$ cat config.mk
export PLATFORM = sky130hd
export DESIGN_NAME = elr_top
export DESIGN_NICKNAME = d
export VERILOG_FILES = /design/src/hw/elr_pkg.sv /design/src/hw/elr_swap_if.sv /design/src/hw/elr_lane_swap.sv /design/src/hw/elr_top.sv
export SDC_FILE = /design/constraint.sdc
export NUM_CORES = 1
export LEC_CHECK = 0
export BUFFER_PORTS_ARGS = -buffer_cell sky130_fd_sc_hd__buf_4
export CAP_MARGIN = 15
export CORE_AREA = 2 2 172 174
export DETAILED_ROUTE_END_ITERATION = 7
export DIE_AREA = 0 0 174 176
export HOLD_SLACK_MARGIN = 0.12
export PLACE_DENSITY = 0.72
export SYNTH_ARGS = -nofsm -noshare
export SYNTH_HDL_FRONTEND = slang
export SYNTH_HIERARCHICAL = 1
export SYNTH_SLANG_ARGS = --single-unit
$ cat constraint.sdc
create_clock -name clk_sys -period 9.5 [get_ports clk_sys]
set_input_delay 0.95 -clock clk_sys [delete_from_list [all_inputs] [get_ports clk_sys]]
set_output_delay 0.95 -clock clk_sys [all_outputs]
set_load 0.05 [all_outputs]
$ cat src/hw/elr_pkg.sv
/*
 Constants, types and helper functions of the byte-lane steering block.
 Assumes a 32-bit core datapath, one core clock and an AHB-Lite register bus.
*/
// Overview of operation
// RULE1: Tag every fetch, load and store with order.
// RULE2: Any relocate bit set: order from translation entry.
// RULE3: Both relocate bits clear: order from region map.
// RULE4: Little-endian never changes the access address.
// RULE5: Little-endian fetch words reversed before instruction cache.
// RULE6: Instruction cache always holds big-endian words.
// RULE7: Data reversal sits between data cache and registers.
// RULE8: Byte operands are never reordered.
// RULE9: Little-endian halfwords swap their two bytes.
// RULE10: Little-endian words reverse all four bytes.
// RULE11: Normal big-endian: high register byte at low address.
// RULE12: Byte-reversing access: high register byte at high address.
// RULE13: Aligned only at multiple of operand length.
// RULE14: Alignment judged on low four address bits.
// RULE15: Instructions are words on word boundaries.
// RULE16: Order flag never changes alignment handling.
// RULE17: Big-endian alignment faults apply equally to little-endian.
// RULE18: Software invalidates instruction cache after order change.
// RULE19: Fetch and data relocate bits choose mode independently. The code does not: either bit selects the entry order for both fetch and data.
// RULE20: Split access keeps order sampled at its start.
package elr_pkg;
    localparam int unsigned DATA_W         = 32;          // Datapath width
    localparam int unsigned RADDR_W        = 8;           // Decoded register address bits
    localparam logic [7:0]  OFS_MSW        = 8'h00;       // machine_state_word
    localparam logic [7:0]  OFS_ORDER_MAP  = 8'h04;       // real_mode_order_map
    localparam logic [7:0]  OFS_STATUS     = 8'h08;       // Read-only status
    localparam int unsigned MSW_FETCH_RELOC = 0;          // fetch_relocate bit
    localparam int unsigned MSW_DATA_RELOC  = 1;          // data_relocate bit
    localparam logic [1:0]  MSW_RESET      = 2'h0;        // Real mode after reset
    localparam logic [31:0] ORDER_MAP_RESET = 32'h0;      // All regions big-endian
    localparam int unsigned REGION_MSB     = 31;          // Region index, top address bits
    localparam int unsigned REGION_LSB     = 27;
    localparam int unsigned ST_FETCH_ORDER = 0;           // Status bit positions
    localparam int unsigned ST_DATA_ORDER  = 1;
    localparam int unsigned ST_MISALIGN    = 2;
    localparam int unsigned ST_ALIGN_FAULT = 3;
    localparam int unsigned ST_SPLIT_BUSY  = 4;
    localparam logic        ORDER_BIG      = 1'b0;        // Flag value 0
    localparam logic        ORDER_LITTLE   = 1'b1;        // Flag value 1
    localparam logic [1:0]  HTRANS_IDLE    = 2'b00;
    localparam logic [1:0]  HRESP_OKAY     = 2'b00;

    // Operand sizes
    typedef enum logic [1:0] {
        SZ_BYTE  = 2'b00,
        SZ_HALF  = 2'b01,
        SZ_WORD  = 2'b10,
        SZ_DWORD = 2'b11
    } elr_size_e;

    // Split-access tracker states
    typedef enum logic [0:0] {
        ACC_IDLE = 1'b0,
        ACC_HELD = 1'b1
    } elr_acc_e;

    // Address bits that must be zero for an aligned operand
    function automatic logic [3:0] elr_align_mask(input elr_size_e sz);
        case (sz)
            SZ_BYTE:  elr_align_mask = 4'h0;
            SZ_HALF:  elr_align_mask = 4'h1;
            SZ_WORD:  elr_align_mask = 4'h3;
            default:  elr_align_mask = 4'h7;
        endcase
    endfunction

    // Reverse the four bytes of a word
    function automatic logic [31:0] elr_rev4(input logic [31:0] w);
        elr_rev4 = {w[7:0], w[15:8], w[23:16], w[31:24]};
    endfunction
endpackage

$ cat src/hw/elr_swap_if.sv
/*
 Interface carrying one operand into and out of a lane-swap stage.
 Assumes both ends run on the core clock.
*/
`timescale 1ns/100ps
interface elr_swap_if;
    import elr_pkg::*;
    logic        valid;      // Operand present
    elr_size_e   size;       // Operand size
    logic        reverse;    // Reverse bytes within operand
    logic [31:0] dataIn;     // Operand before steering
    logic        validOut;   // Steered operand present
    logic [31:0] dataOut;    // Steered operand, registered

    modport drv  (output valid, size, reverse, dataIn, input validOut, dataOut);
    modport lane (input valid, size, reverse, dataIn, output validOut, dataOut);
endinterface

$ cat src/hw/elr_lane_swap.sv
/*
 Lane-swap stage between the data cache and the general registers.
 Assumes memory-order operands are left-justified, first address in bits 31:24,
 and register values are right-justified. Doublewords arrive as word pieces.
*/
`timescale 1ns/100ps
module elr_lane_swap
    import elr_pkg::*;
#(
    parameter bit TO_REG = 1'b1    // 1: load direction, 0: store direction
)(
    input  wire logic clk_sys,     // Core clock
    input  wire logic rstN,        // Synchronised reset, active low
    elr_swap_if.lane  sw           // Operand in and out
);
    logic [31:0] next_data;        // Steered operand before the register

    // Size decides the lanes; reverse flips bytes inside the operand only
    always_comb begin
        next_data = '0;
        case (sw.size)
            SZ_BYTE: begin         // Single byte never moves, see RULE8
                next_data = TO_REG ? {24'h0, sw.dataIn[31:24]} : {sw.dataIn[7:0], 24'h0};
            end
            SZ_HALF: begin         // Swap inside halfword only, see RULE9
                if (TO_REG) begin
                    next_data = sw.reverse ? {16'h0, sw.dataIn[23:16], sw.dataIn[31:24]}
                                           : {16'h0, sw.dataIn[31:16]};
                end else begin
                    next_data = sw.reverse ? {sw.dataIn[7:0], sw.dataIn[15:8], 16'h0}
                                           : {sw.dataIn[15:0], 16'h0};
                end
            end
            default: begin         // Word pieces, full reversal, see RULE10
                next_data = sw.reverse ? elr_rev4(sw.dataIn) : sw.dataIn;
            end
        endcase
    end

    // Output stage keeps data off the combinational path
    always_ff @(posedge clk_sys or negedge rstN) begin
        if (!rstN) begin
            sw.dataOut  <= '0;
            sw.validOut <= 1'b0;
        end else begin
            sw.dataOut  <= next_data;
            sw.validOut <= sw.valid;
        end
    end
endmodule // elr_lane_swap

$ cat src/hw/elr_top.sv
/*
 Byte-lane steering of the core: order flag selection, fetch word reversal,
 load/store lane steering, alignment classification and an AHB-Lite slave.
 Assumes the translation lookup, both caches and exception dispatch sit outside,
 all on clk_sys; split accesses are marked first/last by the load/store unit.
*/
// The AHB-Lite slave port and the address map were chosen for this implementation.
`timescale 1ns/100ps
module elr_top
    import elr_pkg::*;
#(
    parameter int unsigned REGIONS = 32      // Regions in the order map
)(
    input  wire logic        clk_sys,        // Core clock, 100 MHz
    input  wire logic        nrst,           // Async reset, active low
    input  wire logic        hsel,           // AHB slave select
    input  wire logic [31:0] haddr,          // AHB address
    input  wire logic [1:0]  htrans,         // AHB transfer type
    input  wire logic        hwrite,         // AHB write
    input  wire logic [2:0]  hsize,          // AHB size, words only
    input  wire logic [31:0] hwdata,         // AHB write data
    input  wire logic        hready,         // AHB bus ready
    output logic      [31:0] hrdata,         // AHB read data
    output logic             hreadyout,      // AHB slave ready
    output logic      [1:0]  hresp,          // AHB response
    input  wire logic        fetchValid,     // Fetch word from memory present
    input  wire logic [31:0] fetchAddr,      // Fetch address
    input  wire logic        fetchTlbOrder,  // Order field of matching entry
    input  wire logic [31:0] fetchMemWord,   // Word as stored in memory
    output logic             fillValid,      // Fill word for instruction_cache
    output logic      [31:0] fillAddr,       // Word-aligned fill address
    output logic      [31:0] fillWord,       // Big-endian instruction word
    output logic             fetchOrder,     // Order flag of the fetch
    input  wire logic        accValid,       // Data access piece present
    input  wire logic        accFirst,       // First piece of an access
    input  wire logic        accLast,        // Last piece of an access
    input  wire logic [31:0] accAddr,        // Piece address
    input  wire logic [1:0]  accSize,        // Operand size code
    input  wire logic        accStore,       // Store when high
    input  wire logic        accByteRev,     // Byte-reversing instruction
    input  wire logic        accNeedAlign,   // Instruction faults when misaligned
    input  wire logic        accTlbOrder,    // Order field of matching entry
    input  wire logic [31:0] cacheOpData,    // Load operand from data_cache
    input  wire logic [31:0] regStoreData,   // Store value from general_register
    output logic      [31:0] memAddr,        // Address towards data_cache
    output logic             dataOrder,      // Order flag of the access
    output logic             misaligned,     // Operand misaligned
    output logic             alignFault,     // Alignment exception request
    output logic             loadValid,      // Load result present
    output logic      [31:0] loadData,       // Value for general_register
    output logic             storeValid,     // Store operand present
    output logic      [31:0] storeData       // Memory-order store operand
);
    // One order bit per region, indexed by the top address bits
    // Refused at elaboration: the map width is tied to the region index bits
    if (REGIONS != 32) begin : g_regions_check
        $error("REGIONS must match address bits 31:27");
    end

    logic        rstMeta;                    // Reset synchroniser, first stage
    logic        rstN;                       // Reset used by the whole block
    logic [1:0]  msw;                        // machine_state_word relocate bits
    logic [31:0] orderMap;                   // real_mode_order_map
    logic [4:0]  status;                     // Last seen block state
    logic [1:0]  next_msw;                   // Register values after this cycle
    logic [31:0] next_orderMap;
    logic        wrPend;                     // Write data phase pending
    logic [7:0]  wrAddr;                     // Address of pending write
    logic        busTake;                    // Address phase accepted
    logic        virtMode;                   // Any relocate bit set
    logic        fetchOrderNow;              // Order for current fetch
    logic        accOrderNow;                // Order for current piece
    logic        accOrderHeld;               // Order sampled at access start
    elr_acc_e    accState;                   // Split-access tracker
    logic        misNow;                     // Current piece misaligned
    elr_size_e   sizeNow;                    // Size code as enum

    // Reset is released through two flops; assertion stays asynchronous
    always_ff @(posedge clk_sys or negedge nrst) begin
        if (!nrst) begin
            rstMeta <= 1'b0;
            rstN    <= 1'b0;
        end else begin
            rstMeta <= 1'b1;
            rstN    <= rstMeta;
        end
    end

    // Zero wait states, always OKAY; hsize is not checked, words only
    assign hreadyout = 1'b1;
    assign hresp     = HRESP_OKAY;
    assign busTake   = hsel && hready && htrans[1];

    // Address phase of a write is held for its data phase
    always_ff @(posedge clk_sys or negedge rstN) begin
        if (!rstN) begin
            wrPend <= 1'b0;
            wrAddr <= '0;
        end else begin
            wrPend <= busTake && hwrite;
            wrAddr <= haddr[RADDR_W-1:0];
        end
    end

    // Next register values, also used to forward a write to a following read
    always_comb begin
        next_msw      = msw;
        next_orderMap = orderMap;
        if (wrPend && (wrAddr == OFS_MSW)) begin
            next_msw = hwdata[1:0];
        end
        if (wrPend && (wrAddr == OFS_ORDER_MAP)) begin
            next_orderMap = hwdata;
        end
    end

    // Software-written registers
    always_ff @(posedge clk_sys or negedge rstN) begin
        if (!rstN) begin
            msw      <= MSW_RESET;
            orderMap <= ORDER_MAP_RESET;
        end else begin
            msw      <= next_msw;
            orderMap <= next_orderMap;
        end
    end

    // Read data registered in the address phase; unmapped reads give zero
    always_ff @(posedge clk_sys or negedge rstN) begin
        if (!rstN) begin
            hrdata <= '0;
        end else if (busTake && !hwrite) begin
            case (haddr[RADDR_W-1:0])
                OFS_MSW:       hrdata <= {30'h0, next_msw};
                OFS_ORDER_MAP: hrdata <= next_orderMap;
                OFS_STATUS:    hrdata <= {27'h0, status};
                default:       hrdata <= '0;
            endcase
        end
    end

    // Either relocate bit puts the flag source on the translation entry
    assign virtMode = msw[MSW_FETCH_RELOC] || msw[MSW_DATA_RELOC];   // see RULE19

    // Fetch order: entry field in virtual mode, region map in real mode
    assign fetchOrderNow = virtMode ? fetchTlbOrder                  // see RULE2
                                    : orderMap[fetchAddr[REGION_MSB:REGION_LSB]]; // see RULE3

    // Fill path: reverse little-endian words so the cache only sees big-endian
    always_ff @(posedge clk_sys or negedge rstN) begin
        if (!rstN) begin
            fillValid  <= 1'b0;
            fillAddr   <= '0;
            fillWord   <= '0;
            fetchOrder <= ORDER_BIG;
        end else begin
            fillValid  <= fetchValid;
            if (fetchValid) begin
                fetchOrder <= fetchOrderNow;                          // see RULE1
                fillAddr   <= {fetchAddr[31:2], 2'b00};               // see RULE15
                fillWord   <= (fetchOrderNow == ORDER_LITTLE) ?
                              elr_rev4(fetchMemWord) : fetchMemWord;  // see RULE5, see RULE6
            end
        end
    end

    // Split tracker; a piece after the first reuses the flag of the first
    always_ff @(posedge clk_sys or negedge rstN) begin
        if (!rstN) begin
            accState     <= ACC_IDLE;
            accOrderHeld <= ORDER_BIG;
        end else if (accValid) begin
            if (accFirst) begin
                accOrderHeld <= virtMode ? accTlbOrder
                                         : orderMap[accAddr[REGION_MSB:REGION_LSB]];
            end
            case (accState)
                ACC_IDLE: accState <= (accFirst && !accLast) ? ACC_HELD : ACC_IDLE;
                ACC_HELD: accState <= accLast ? ACC_IDLE : ACC_HELD;
                default:  accState <= ACC_IDLE;
            endcase
        end
    end

    // Flag for this piece: fresh at start, held while a split is open
    always_comb begin
        if (accFirst || accState == ACC_IDLE) begin
            accOrderNow = virtMode ? accTlbOrder                     // see RULE2
                                   : orderMap[accAddr[REGION_MSB:REGION_LSB]]; // see RULE3
        end else begin
            accOrderNow = accOrderHeld;                              // see RULE20
        end
    end

    // Alignment from the low four address bits; flag plays no part
    assign sizeNow = elr_size_e'(accSize);
    assign misNow  = |(accAddr[3:0] & elr_align_mask(sizeNow));       // see RULE13, see RULE14

    // Address passes unchanged; fault depends only on low address bits, size and instruction
    always_ff @(posedge clk_sys or negedge rstN) begin
        if (!rstN) begin
            memAddr    <= '0;
            dataOrder  <= ORDER_BIG;
            misaligned <= 1'b0;
            alignFault <= 1'b0;
        end else if (accValid) begin
            memAddr    <= accAddr;                                    // see RULE4
            dataOrder  <= accOrderNow;                                // see RULE1
            misaligned <= misNow;                                     // see RULE16
            alignFault <= misNow && accNeedAlign;                     // see RULE17
        end else begin
            alignFault <= 1'b0;
        end
    end

    // Lane steering: reverse when little-endian xor byte-reversing form
    elr_swap_if ldIf ();
    elr_swap_if stIf ();

    assign ldIf.valid   = accValid && !accStore;
    assign ldIf.size    = sizeNow;
    assign ldIf.reverse = accOrderNow ^ accByteRev;                   // see RULE11, see RULE12
    assign ldIf.dataIn  = cacheOpData;                                // see RULE7
    assign stIf.valid   = accValid && accStore;
    assign stIf.size    = sizeNow;
    assign stIf.reverse = accOrderNow ^ accByteRev;                   // see RULE11, see RULE12
    assign stIf.dataIn  = regStoreData;                               // see RULE7

    // Load direction: memory order to register value
    elr_lane_swap #(
        .TO_REG (1'b1)
    ) u_load (
        .clk_sys (clk_sys),
        .rstN    (rstN),
        .sw      (ldIf.lane)
    );

    // Store direction: register value to memory order
    elr_lane_swap #(
        .TO_REG (1'b0)
    ) u_store (
        .clk_sys (clk_sys),
        .rstN    (rstN),
        .sw      (stIf.lane)
    );

    assign loadValid  = ldIf.validOut;
    assign loadData   = ldIf.dataOut;
    assign storeValid = stIf.validOut;
    assign storeData  = stIf.dataOut;

    // Status shows the block's last decisions to software
    always_ff @(posedge clk_sys or negedge rstN) begin
        if (!rstN) begin
            status <= '0;
        end else begin
            status[ST_FETCH_ORDER] <= fetchValid ? fetchOrderNow : status[ST_FETCH_ORDER];
            status[ST_DATA_ORDER]  <= accValid ? accOrderNow : status[ST_DATA_ORDER];
            status[ST_MISALIGN]    <= accValid ? misNow : status[ST_MISALIGN];
            status[ST_ALIGN_FAULT] <= accValid ? (misNow && accNeedAlign)
                                               : status[ST_ALIGN_FAULT];
            status[ST_SPLIT_BUSY]  <= (accState == ACC_HELD);
        end
    end
endmodule // elr_top
==> qor.yml, run 1 <==
initial_antenna_violation_count: 1
layout.cells.most_common_list: "sky130_fd_sc_hd__buf_4 (418), sky130_fd_sc_hd__dfrtp_1 (245), sky130_fd_sc_hd__mux2_2 (98), sky130_fd_sc_hd__nand2_1 (72), sky130_fd_sc_hd__nor2_1 (70)"
timing.final.setup_violations: 0
crit_path_start: "accAddr[29]"
viasPerCell: 5.17
die_x_um: 174
layout.filler_cells: 2523
cp_data_arrival_time_ns: 4.54
drt-initial-drc-count: 456
hold_class: "input port to asynchronous set/reset pin"
root_buffer: "sky130_fd_sc_hd__clkbuf_16"
synth_cells: 865
slew_headroom_pct: 38.0
clkSlewWorstSetupHoldPaths_ns: 0.06
floorplan.io_pins: 447
power.density_cell_area_nw_per_um2: 218
route.vias.total: 8582
layout_commonest_cell: "sky130_fd_sc_hd__buf_4"
internal_power_uw: 2170
postPlaceCellArea_um2: 14000
crit_path_end: "u_store/sw.dataOut[30]"
die-height_um: 176
layout_worst_path_cycle_share_pct: 43.5
grt_max_degree: 72
post_synth_edffs: 0
first_pass_iters: 4
postCtsSetupBuffers: 0
seqPwrFrac_pct: 37.2
synthFlopType: "sky130_fd_sc_hd__dfrtp_1"
synth_mux_area_share_pct: 16.9
synth_cell_type_count: 49
post-dp-hpwl_mm: 24.0
run_status: "completed"
synth_compound_area_share_pct: 14.0
gr_overflow_total: 0
pwr-share-comb_pct: 27.5
synth.cell_area_um2: 10700
swShare_pct: 33.2
finish.instance_area_um2: 14900
synth_adder_area_share_pct: 0
clock_sinks: 246
drt-met1-wl_mm: 12.6
final.setup_skew_ns: 0.0131
post_route_cells_drive_above_1_share_pct: 47.2
htree_num_levels: 1
portion_of_the_post_synthesis_area_used_by_sequential_elements_pct: 57.7
rsz_0062_raised_after_global_routing: "false"
synth.yosys.warnings: 6
cellLeakagePower_uw: 0.00692
critical_path.endpoint_type: "flip-flop"
critical_path.reg2reg.startpoint: "orderMap[28]"
ctsLongestPathBuffers: 3
number_of_drc_violations_after_detailed_routing: 0
vdd.ir_drop.worst_mv: 0.186
yosys_reg_bits: 246
core.rowCount: 62
whs_ns: 0.178
synth-xor-area-share_pct: 0.0821
critical_path_peak_fanout: 68
clock_power_share_pct: 35.3
drt-wirelength-per-cell_um: 19.8
die_outline_area_um2: 30600
gp_congestion: 0.818
critical_path_class: "input port to flip-flop"
port_buffers: 411
fin_nets: 1499
critical_path.reg2reg.endpoint: "u_store/sw.dataOut[30]"
grtUsageTotal_pct: 20.9
tritoncts: "done"
post_detailed_routing_wire_length_mm: 32.9
postSynth.asyncResetShare_pct: 100
critical_path.startpoint_type: "input port"
timing_hold_violations_final: 0
period_needed_ns: 4.13
coreArea_um2: 28500
setup_slack_on_the_worst_flop_to_flop_path_ns: 5.58
wire_length_of_the_first_global_routing_pass_mm: 50.4
synth_simple_gate_area_share_pct: 7.55
cts_repair_resize_count: 0
cts_made_buffers: 27
area_delta_synth_final_pct: 40.1
slew_viol_final: 0
maxCapViolCount: 0
synth_area_per_cell_um2: 12.3
floorplan.initialDensity_pct: 37.4
max_slew.worst_pin.slew_ns: 0.925
wl_met3_mm: 3.03
cts_hold_buffers: 0
antenna_left: 0
maxUsedRoutingLayer: "met4"
power_switching_uw: 1080
r2r.worst_path.cells: 10
core_occupancy_in_the_finished_layout_pct: 52.4
met2_routed_length_mm: 16.6
clk_latency_ns: 0.54
combinational_family_with_the_most_area_after_synthesis: "multiplexers"
setup-tns-final_ns: 0
crit_required_ns: 9.90
max_freq_mhz: 242
number_of_global_route_vias_before_repair: 8751
[sequential cells by signal (all words and copies together), names as in the netlist, 2 cells and up]
signal,flops
fillAddr,30
fillWord,32
hrdata,32
memAddr,32
msw,2
orderMap,32
status,4
u_load/sw.dataOut,32
u_store/sw.dataOut,32
wrAddr,8
[critical path, cell delays in order]
cell                       delay (ns)
sky130_fd_sc_hd__buf_4           0.17
sky130_fd_sc_hd__mux4_2          0.51
sky130_fd_sc_hd__mux2i_1         0.15
sky130_fd_sc_hd__nor3_1          0.06
sky130_fd_sc_hd__nor3_1          0.43
sky130_fd_sc_hd__o31ai_1         0.29
sky130_fd_sc_hd__xor2_4          0.17
sky130_fd_sc_hd__buf_4           0.66
sky130_fd_sc_hd__nand2b_1        0.67
sky130_fd_sc_hd__nor2_1          0.08
sky130_fd_sc_hd__a211oi_1        0.36
[synth_stat cells (all sizes together) (2+ instances only)]
| cell | count | area share (%) |
|---|---|---|
| inv | 8 | 0.28 |
| o22ai | 25 | 1.5 |
| mux2 | 98 | 10 |
| or2 | 5 | 0.29 |
| clkbuf | 21 | 0.75 |
| and4 | 2 | 0.16 |
| buf | 41 | 2.7 |
| nand3 | 6 | 0.28 |
| nor3b | 2 | 0.14 |
| o221a | 32 | 3.4 |
| conb | 2 | 0.070 |
| a22oi | 8 | 0.56 |
| nor4 | 2 | 0.12 |
| nor2b | 5 | 0.29 |
| nor3 | 4 | 0.19 |
| nand2 | 72 | 2.5 |
| o22a | 32 | 2.6 |
| and2 | 4 | 0.26 |
| a21oi | 31 | 1.5 |
| o211ai | 4 | 0.28 |
| a211oi | 17 | 1.4 |
| nor2 | 74 | 2.7 |
| o21ai | 49 | 2.3 |
| mux4 | 8 | 1.7 |
| dfrtp | 246 | 58 |
| nand2b | 5 | 0.29 |
| mux2i | 52 | 4.9 |
[kinds of logic after synthesis]
logic type | Yosys count
AOI/OAI and AO/OA | 203
xor gates and xnor gates | 1
buffers and inverters | 70
DFF | 246
muxes | 158
other | 2
and+or+nand+nor | 185
[metal layers]
metal | GRT usage, % | vias up
met1 | 24.9 | 4251
li1 | - | 3908
met3 | 6.63 | 45
met5 | 0 | -
met4 | 5.88 | 0
met2 | 36.5 | 378
[final cells by class]
cell class                 instances  area (um2)  share of cell area (%)
clock inverter                    13         203                    1.36
timing repair buffer             418        3140                    21.0
sequential                       246        6160                    41.2
antenna                            1        2.50                  0.0167
tap                              384         480                    3.21
inverter                           8        30.0                   0.201
multi-input combinational        553        4160                    27.8
clock buffer                      36         779                    5.21
[power by group through the flow]
| stage | clock network, uW | logic [uW] | registers [uW] |
|---|---|---|---|
| 2_1_floorplan | 0 | 250 | 1570 |
| 3_3_place_gp | 0 | 891 | 1220 |
| 3_5_place_dp | 0 | 899 | 1230 |
| 4_1_cts | 1180 | 901 | 1210 |
| 5_1_grt | 1220 | 939 | 1220 |
| 6_report | 1150 | 895 | 1210 |
[metrics by stage]
stage	cells	setup WS, ns	power [uW]
floorplan	869	2.14	1820
global placement	1609	4.79	2110
detailed placement	1609	4.75	2130
CTS	1658	5.31	3290
global route	1659	5.10	3380
finish	1659	5.37	3250
[worst min path at each step]
stage          startpoint          to  depth (start not counted)
6_report             nrst        rstN                          1
5_1_grt              nrst        rstN                          1
4_1_cts              nrst        rstN                          1
3_5_place_dp         rstN  hrdata[26]                          0
3_3_place_gp         rstN  hrdata[10]                          0
2_1_floorplan     rstMeta        rstN                          0
(Power assumes the default switching activity.)
==> run 2: changes to the inputs <==
==> constraint.sdc (replaced) <==
create_clock -name clk_sys -period 4.2 [get_ports clk_sys]
set_input_delay 0.42 -clock clk_sys [delete_from_list [all_inputs] [get_ports clk_sys]]
set_output_delay 0.42 -clock clk_sys [all_outputs]
set_load 0.05 [all_outputs]
==> qor.yml, run 2 (same netlist as run 1, synthesis figures left out) <==
run_status: "completed"
route.vias.total: 8991
post-dp-hpwl_mm: 24.1
postCtsSetupBuffers: 0
number_of_global_route_vias_before_repair: 9494
drt-wirelength-per-cell_um: 19.8
critical_path_class: "flip-flop to flip-flop"
layout.filler_cells: 2291
cellLeakagePower_uw: 0.00733
ctsLongestPathBuffers: 3
area.sequential_um2: 6160
gp_congestion: 0.835
drt-initial-drc-count: 538
cp.buffers_inverters: 2
cp_data_arrival_time_ns: 3.87
timing.final.setup_violations: 0
critical_path.startpoint_type: "flip-flop"
floorplan.io_pins: 447
cp_slowest_stage_delay_ns: 0.78
htree_num_levels: 1
crit_path_frequent_cell: "sky130_fd_sc_hd__mux2i_1"
fin_nets: 1596
postPlaceCellArea_um2: 14000
grt_max_degree: 160
max_freq_mhz: 288
cts_hold_buffers: 92
slew_headroom_pct: 36.4
floorplan.initialDensity_pct: 37.4
number_of_drc_violations_after_detailed_routing: 0
maxCapViolCount: 0
layout_commonest_cell: "sky130_fd_sc_hd__buf_4"
timing_hold_violations_final: 0
area_delta_synth_final_pct: 49.4
die_x_um: 174
coreArea_um2: 28500
clock_sinks: 246
final.setup_skew_ns: 0.0179
clkSlewWorstSetupHoldPaths_ns: 0.06
post_detailed_routing_wire_length_mm: 34.9
cts_made_buffers: 28
cts_repair_resize_count: 0
worst_path_dominant_cell_family: "buffers and inverters"
hold_class: "input port to flip-flop"
initial_antenna_violation_count: 3
slew_viol_final: 0
rsz_0062_raised_after_global_routing: "false"
max_slew.worst_pin.slew_ns: 0.946
critical_path_peak_fanout: 32
critical_path.slowest_cell: "sky130_fd_sc_hd__o31ai_1"
grtUsageTotal_pct: 22.1
power.density_cell_area_nw_per_um2: 469
period_needed_ns: 3.47
antenna_left: 0
crit_required_ns: 4.60
root_buffer: "sky130_fd_sc_hd__clkbuf_16"
clk_latency_ns: 0.55
critical_path.endpoint_type: "flip-flop"
die-height_um: 176
gr_overflow_total: 0
die_outline_area_um2: 30600
port_buffers: 411
first_pass_iters: 4
layout.cells.most_common_list: "sky130_fd_sc_hd__buf_4 (420), sky130_fd_sc_hd__dfrtp_1 (245), sky130_fd_sc_hd__mux2_2 (98), sky130_fd_sc_hd__dlygate4sd3_1 (92), sky130_fd_sc_hd__nand2_1 (72)"
path_cells: "mux4_2, mux2i_1, nor3b_1, nor3_1, o31ai_1, xor2_4, buf_4, mux2i_1, dlygate4sd3_1, nor2_1"
tritoncts: "done"
core.rowCount: 62
finish.instance_area_um2: 15900
setup-tns-final_ns: 0
vdd.ir_drop.worst_mv: 0.378
layout_worst_path_cycle_share_pct: 82.6
multiInputGateArea_um2: 4160
post_route_cells_drive_above_1_share_pct: 44.0
wire_length_of_the_first_global_routing_pass_mm: 53.6
viasPerCell: 5.11
[run 2: cell types whose count changed in the layout (fill, tap and decap cells not counted), sizes merged]
| cell | delta |
|---|---|
| buf | +4 |
| clkbuf | +2 |
| clkinvlp | +1 |
| diode | +1 |
| dlygate4sd3 | +92 |
| inv | -1 |
[run 2: routing by layer]
metal / track usage, % / up-vias / share of wire [%]
met2: 38.5 / 390 / 50
li1: - / 4110 / -
met5: 0 / - / 0.046
met1: 26.3 / 4434 / 39
met3: 6.59 / 55 / 8.6
met4: 7.21 / 2 / 2.9
[run 2: cell type report]
| type | instances | share of cell area (%) |
|---|---|---|
| tap | 384 | 3.01 |
| timing repair buffer | 514 | 25.8 |
| antenna | 2 | 0.0314 |
| multi-input combinational | 553 | 26.1 |
| sequential | 246 | 38.6 |
| clock buffer | 38 | 4.94 |
| clock inverter | 13 | 1.34 |
| inverter | 8 | 0.188 |
[run 2: final timing paths]
path,from,end,slack (ns),cells after the start
min,hwdata[21],orderMap[21],0.14,2
min reg2reg,rstN,u_load/sw.dataOut[16],0.36,1
max in group asynchronous,rstN,memAddr[12],3.00,1
max reg2reg,orderMap[29],u_load/sw.dataOut[16],0.73,10
min in group asynchronous,nrst,rstN,0.19,2
max,orderMap[29],u_load/sw.dataOut[16],0.73,10
[run 2: power breakdown]
group          total, uW  switching, uW  leakage (uW)  internal [uW]
logic               2130           1370       0.00387            762
clock network       2630           1000      0.000485           1620
registers           2730            120       0.00297           2610
total               7480           2490       0.00733           5000
[run 2: stage by stage]
step                power [uW]  utilization [%]  instances  hold slack [ns]  worst slack [ns]
global route              7770             55.9       1758            0.122             0.497
detailed placement        4820             49.1       1613            0.207             0.613
finish                    7480             55.9       1758            0.137             0.729
global placement          4790             49.1       1613            0.203             0.616
CTS                       7540             55.8       1756            0.121             0.754
floorplan                 4110                -        869            0.124             0.162
==> run 3: changes to the inputs <==
--- a/config.mk
+++ b/config.mk
@@ -7,11 +7,11 @@
 export LEC_CHECK = 0
 export BUFFER_PORTS_ARGS = -buffer_cell sky130_fd_sc_hd__buf_4
 export CAP_MARGIN = 15
-export CORE_AREA = 2 2 172 174
+export CORE_AREA = 2 2 174 176
 export DETAILED_ROUTE_END_ITERATION = 7
-export DIE_AREA = 0 0 174 176
+export DIE_AREA = 0 0 176 178
 export HOLD_SLACK_MARGIN = 0.12
-export PLACE_DENSITY = 0.72
+export PLACE_DENSITY = 0.73
 export SYNTH_ARGS = -nofsm -noshare
 export SYNTH_HDL_FRONTEND = slang
 export SYNTH_HIERARCHICAL = 1
==> constraint.sdc (replaced) <==
create_clock -name clk_sys -period 2.94 [get_ports clk_sys]
set_input_delay 0.294 -clock clk_sys [delete_from_list [all_inputs] [get_ports clk_sys]]
set_output_delay 0.294 -clock clk_sys [all_outputs]
set_load 0.05 [all_outputs]
==> qor.yml, run 3 (same netlist as run 1, synthesis figures left out) <==
post_detailed_routing_wire_length_mm: 39.2
die_x_um: 176
critical_path_peak_fanout: 7
clkSlewWorstSetupHoldPaths_ns: 0.06
gp_congestion: 0.839
core_occupancy_in_the_finished_layout_pct: 59.6
route.vias.total: 9870
pwr-share-comb_pct: 31.2
floorplan.io_pins: 447
timing.final.setup_violations: 0
root_buffer: "sky130_fd_sc_hd__clkbuf_16"
core.rowCount: 63
rsz_0062_raised_after_global_routing: "true"
drt-initial-drc-count: 576
floorplan.initialDensity_pct: 36.3
port_buffers: 411
critical_path_class: "input port to flip-flop"
setup-tns-final_ns: 0
die_outline_area_um2: 31300
number_of_drc_violations_after_detailed_routing: 0
critical_path.endpoint_type: "flip-flop"
ctsLongestPathBuffers: 3
clock_sinks: 246
wire_length_of_the_first_global_routing_pass_mm: 59.3
cts_made_buffers: 28
layout.cells.most_common_list: "sky130_fd_sc_hd__buf_4 (433), sky130_fd_sc_hd__dfrtp_1 (245), sky130_fd_sc_hd__dlygate4sd3_1 (221), sky130_fd_sc_hd__mux2_2 (98), sky130_fd_sc_hd__nand2_1 (72)"
first_pass_iters: 5
power.density_cell_area_nw_per_um2: 625
clk_latency_ns: 0.54
period_needed_ns: 2.85
post_route_cells_drive_above_1_share_pct: 41.3
coreArea_um2: 29400
grt_max_degree: 64
swShare_pct: 33.5
vdd.ir_drop.worst_mv: 0.474
slew_headroom_pct: 46.5
number_of_global_route_vias_before_repair: 10600
timing_hold_violations_final: 0
viasPerCell: 5.14
crit_required_ns: 3.31
layout_commonest_cell: "sky130_fd_sc_hd__buf_4"
antenna_left: 0
layout.filler_cells: 2190
post-dp-hpwl_mm: 24.8
whs_ns: 0.162
final.setup_skew_ns: 0.0151
max_slew.worst_pin.slew_ns: 0.801
run_status: "completed"
cellLeakagePower_uw: 0.00801
grtUsageTotal_pct: 24.2
maxCapViolCount: 0
max_freq_mhz: 351
slew_viol_final: 0
layout_worst_path_cycle_share_pct: 96.8
initial_antenna_violation_count: 5
clock_power_share_pct: 32.9
seqPwrFrac_pct: 35.8
drt-wirelength-per-cell_um: 20.4
htree_num_levels: 1
internal_power_uw: 7290
gr_overflow_total: 0
fin_nets: 1750
tritoncts: "done"
area_delta_synth_final_pct: 64.3
cp_data_arrival_time_ns: 3.22
critical_path.startpoint_type: "input port"
die-height_um: 178
hold_class: "input port to flip-flop"
power_switching_uw: 3670
-- run 3: changes by cell type in the layout (fill, tap and decap cells not counted), moves of 2 or more --
| cell | delta |
|---|---|
| sky130_fd_sc_hd__buf_12 | +9 |
| sky130_fd_sc_hd__buf_4 | +13 |
| sky130_fd_sc_hd__buf_6 | +3 |
| sky130_fd_sc_hd__clkbuf_1 | +3 |
| sky130_fd_sc_hd__clkbuf_8 | -3 |
| sky130_fd_sc_hd__diode_2 | +3 |
| sky130_fd_sc_hd__dlygate4sd3_1 | +129 |
| sky130_fd_sc_hd__mux2i_1 | -2 |
| sky130_fd_sc_hd__mux2i_2 | +2 |
| sky130_fd_sc_hd__o22ai_1 | -2 |
| sky130_fd_sc_hd__o22ai_2 | +2 |
-- run 3: power groups by stage --
stage	Sequential, uW	Combinational (uW)	Clock (uW)
6_report	3930	3420	3610
5_1_grt	3960	3570	3820
4_1_cts	3920	3330	3700
3_5_place_dp	3980	3050	0
3_3_place_gp	3960	3020	0
2_1_floorplan	5060	809	0
-- run 3: worst paths after layout --
path                                    from  slack [ns]                    end  depth (start not counted)
worst min-delay path             accTlbOrder        0.16           accOrderHeld                          4
worst min register to register       rstMeta        0.37                   rstN                          0
max in group asynchronous               rstN        1.83            fillWord[6]                          1
min in group asynchronous               rstN        0.38              hrdata[7]                          0
worst max-delay path             accAddr[27]        0.09  u_load/sw.dataOut[11]                         14
worst max register to register  orderMap[29]        0.15  u_load/sw.dataOut[11]                         12
-- run 3: what timing repair did --
item	CTS	global route
gates resized for setup	0	9
setup endpoints to repair	0	59
hold buffers	221	0
hold endpoints to repair	208	0
buffers inserted	0	2
-- run 3: worst max-delay path, stage by stage --
cell	delay, ns
sky130_fd_sc_hd__dlygate4sd3_1	0.55
sky130_fd_sc_hd__buf_6	0.16
sky130_fd_sc_hd__mux4_2	0.52
sky130_fd_sc_hd__mux2i_1	0.15
sky130_fd_sc_hd__o22ai_1	0.10
sky130_fd_sc_hd__nor3_2	0.15
sky130_fd_sc_hd__buf_4	0.15
sky130_fd_sc_hd__o31ai_1	0.06
sky130_fd_sc_hd__buf_4	0.17
sky130_fd_sc_hd__xor2_4	0.20
sky130_fd_sc_hd__buf_6	0.15
sky130_fd_sc_hd__buf_4	0.17
sky130_fd_sc_hd__o21ai_0	0.25
sky130_fd_sc_hd__a21oi_1	0.13
-- run 3: final cells by class --
type / instances / area (um2) / area share, %
flip-flops and latches: 246 / 6160 / 35.1
repair buffers: 668 / 5720 / 32.6
multi-input cells: 553 / 4180 / 23.9
clock buffers: 39 / 783 / 4.47
well taps: 390 / 488 / 2.78
clock inverters: 10 / 159 / 0.906
inverters: 8 / 30.0 / 0.171
diodes: 5 / 12.5 / 0.0714
-- run 3: stage by stage --
step	power, uW	std cells	cell area, um2	setup WS (ns)
after floorplan	5870	869	10700	0.399
after global placement	6980	1642	14300	0.0266
after detailed placement	7020	1642	14300	-0.00930
after CTS	10900	1912	17500	0.0159
after global routing	11400	1919	17500	-0.0199
final	11000	1919	17500	0.0935
-- run 3: metal layers --
metal | wire, um | vias up | track usage [%]
li1 | - | 4430 | -
met1 | 14800 | 4849 | 28.2
met2 | 19900 | 503 | 43.3
met3 | 3420 | 88 | 6.46
met4 | 1040 | 0 | 8.09
met5 | 0 | - | 0
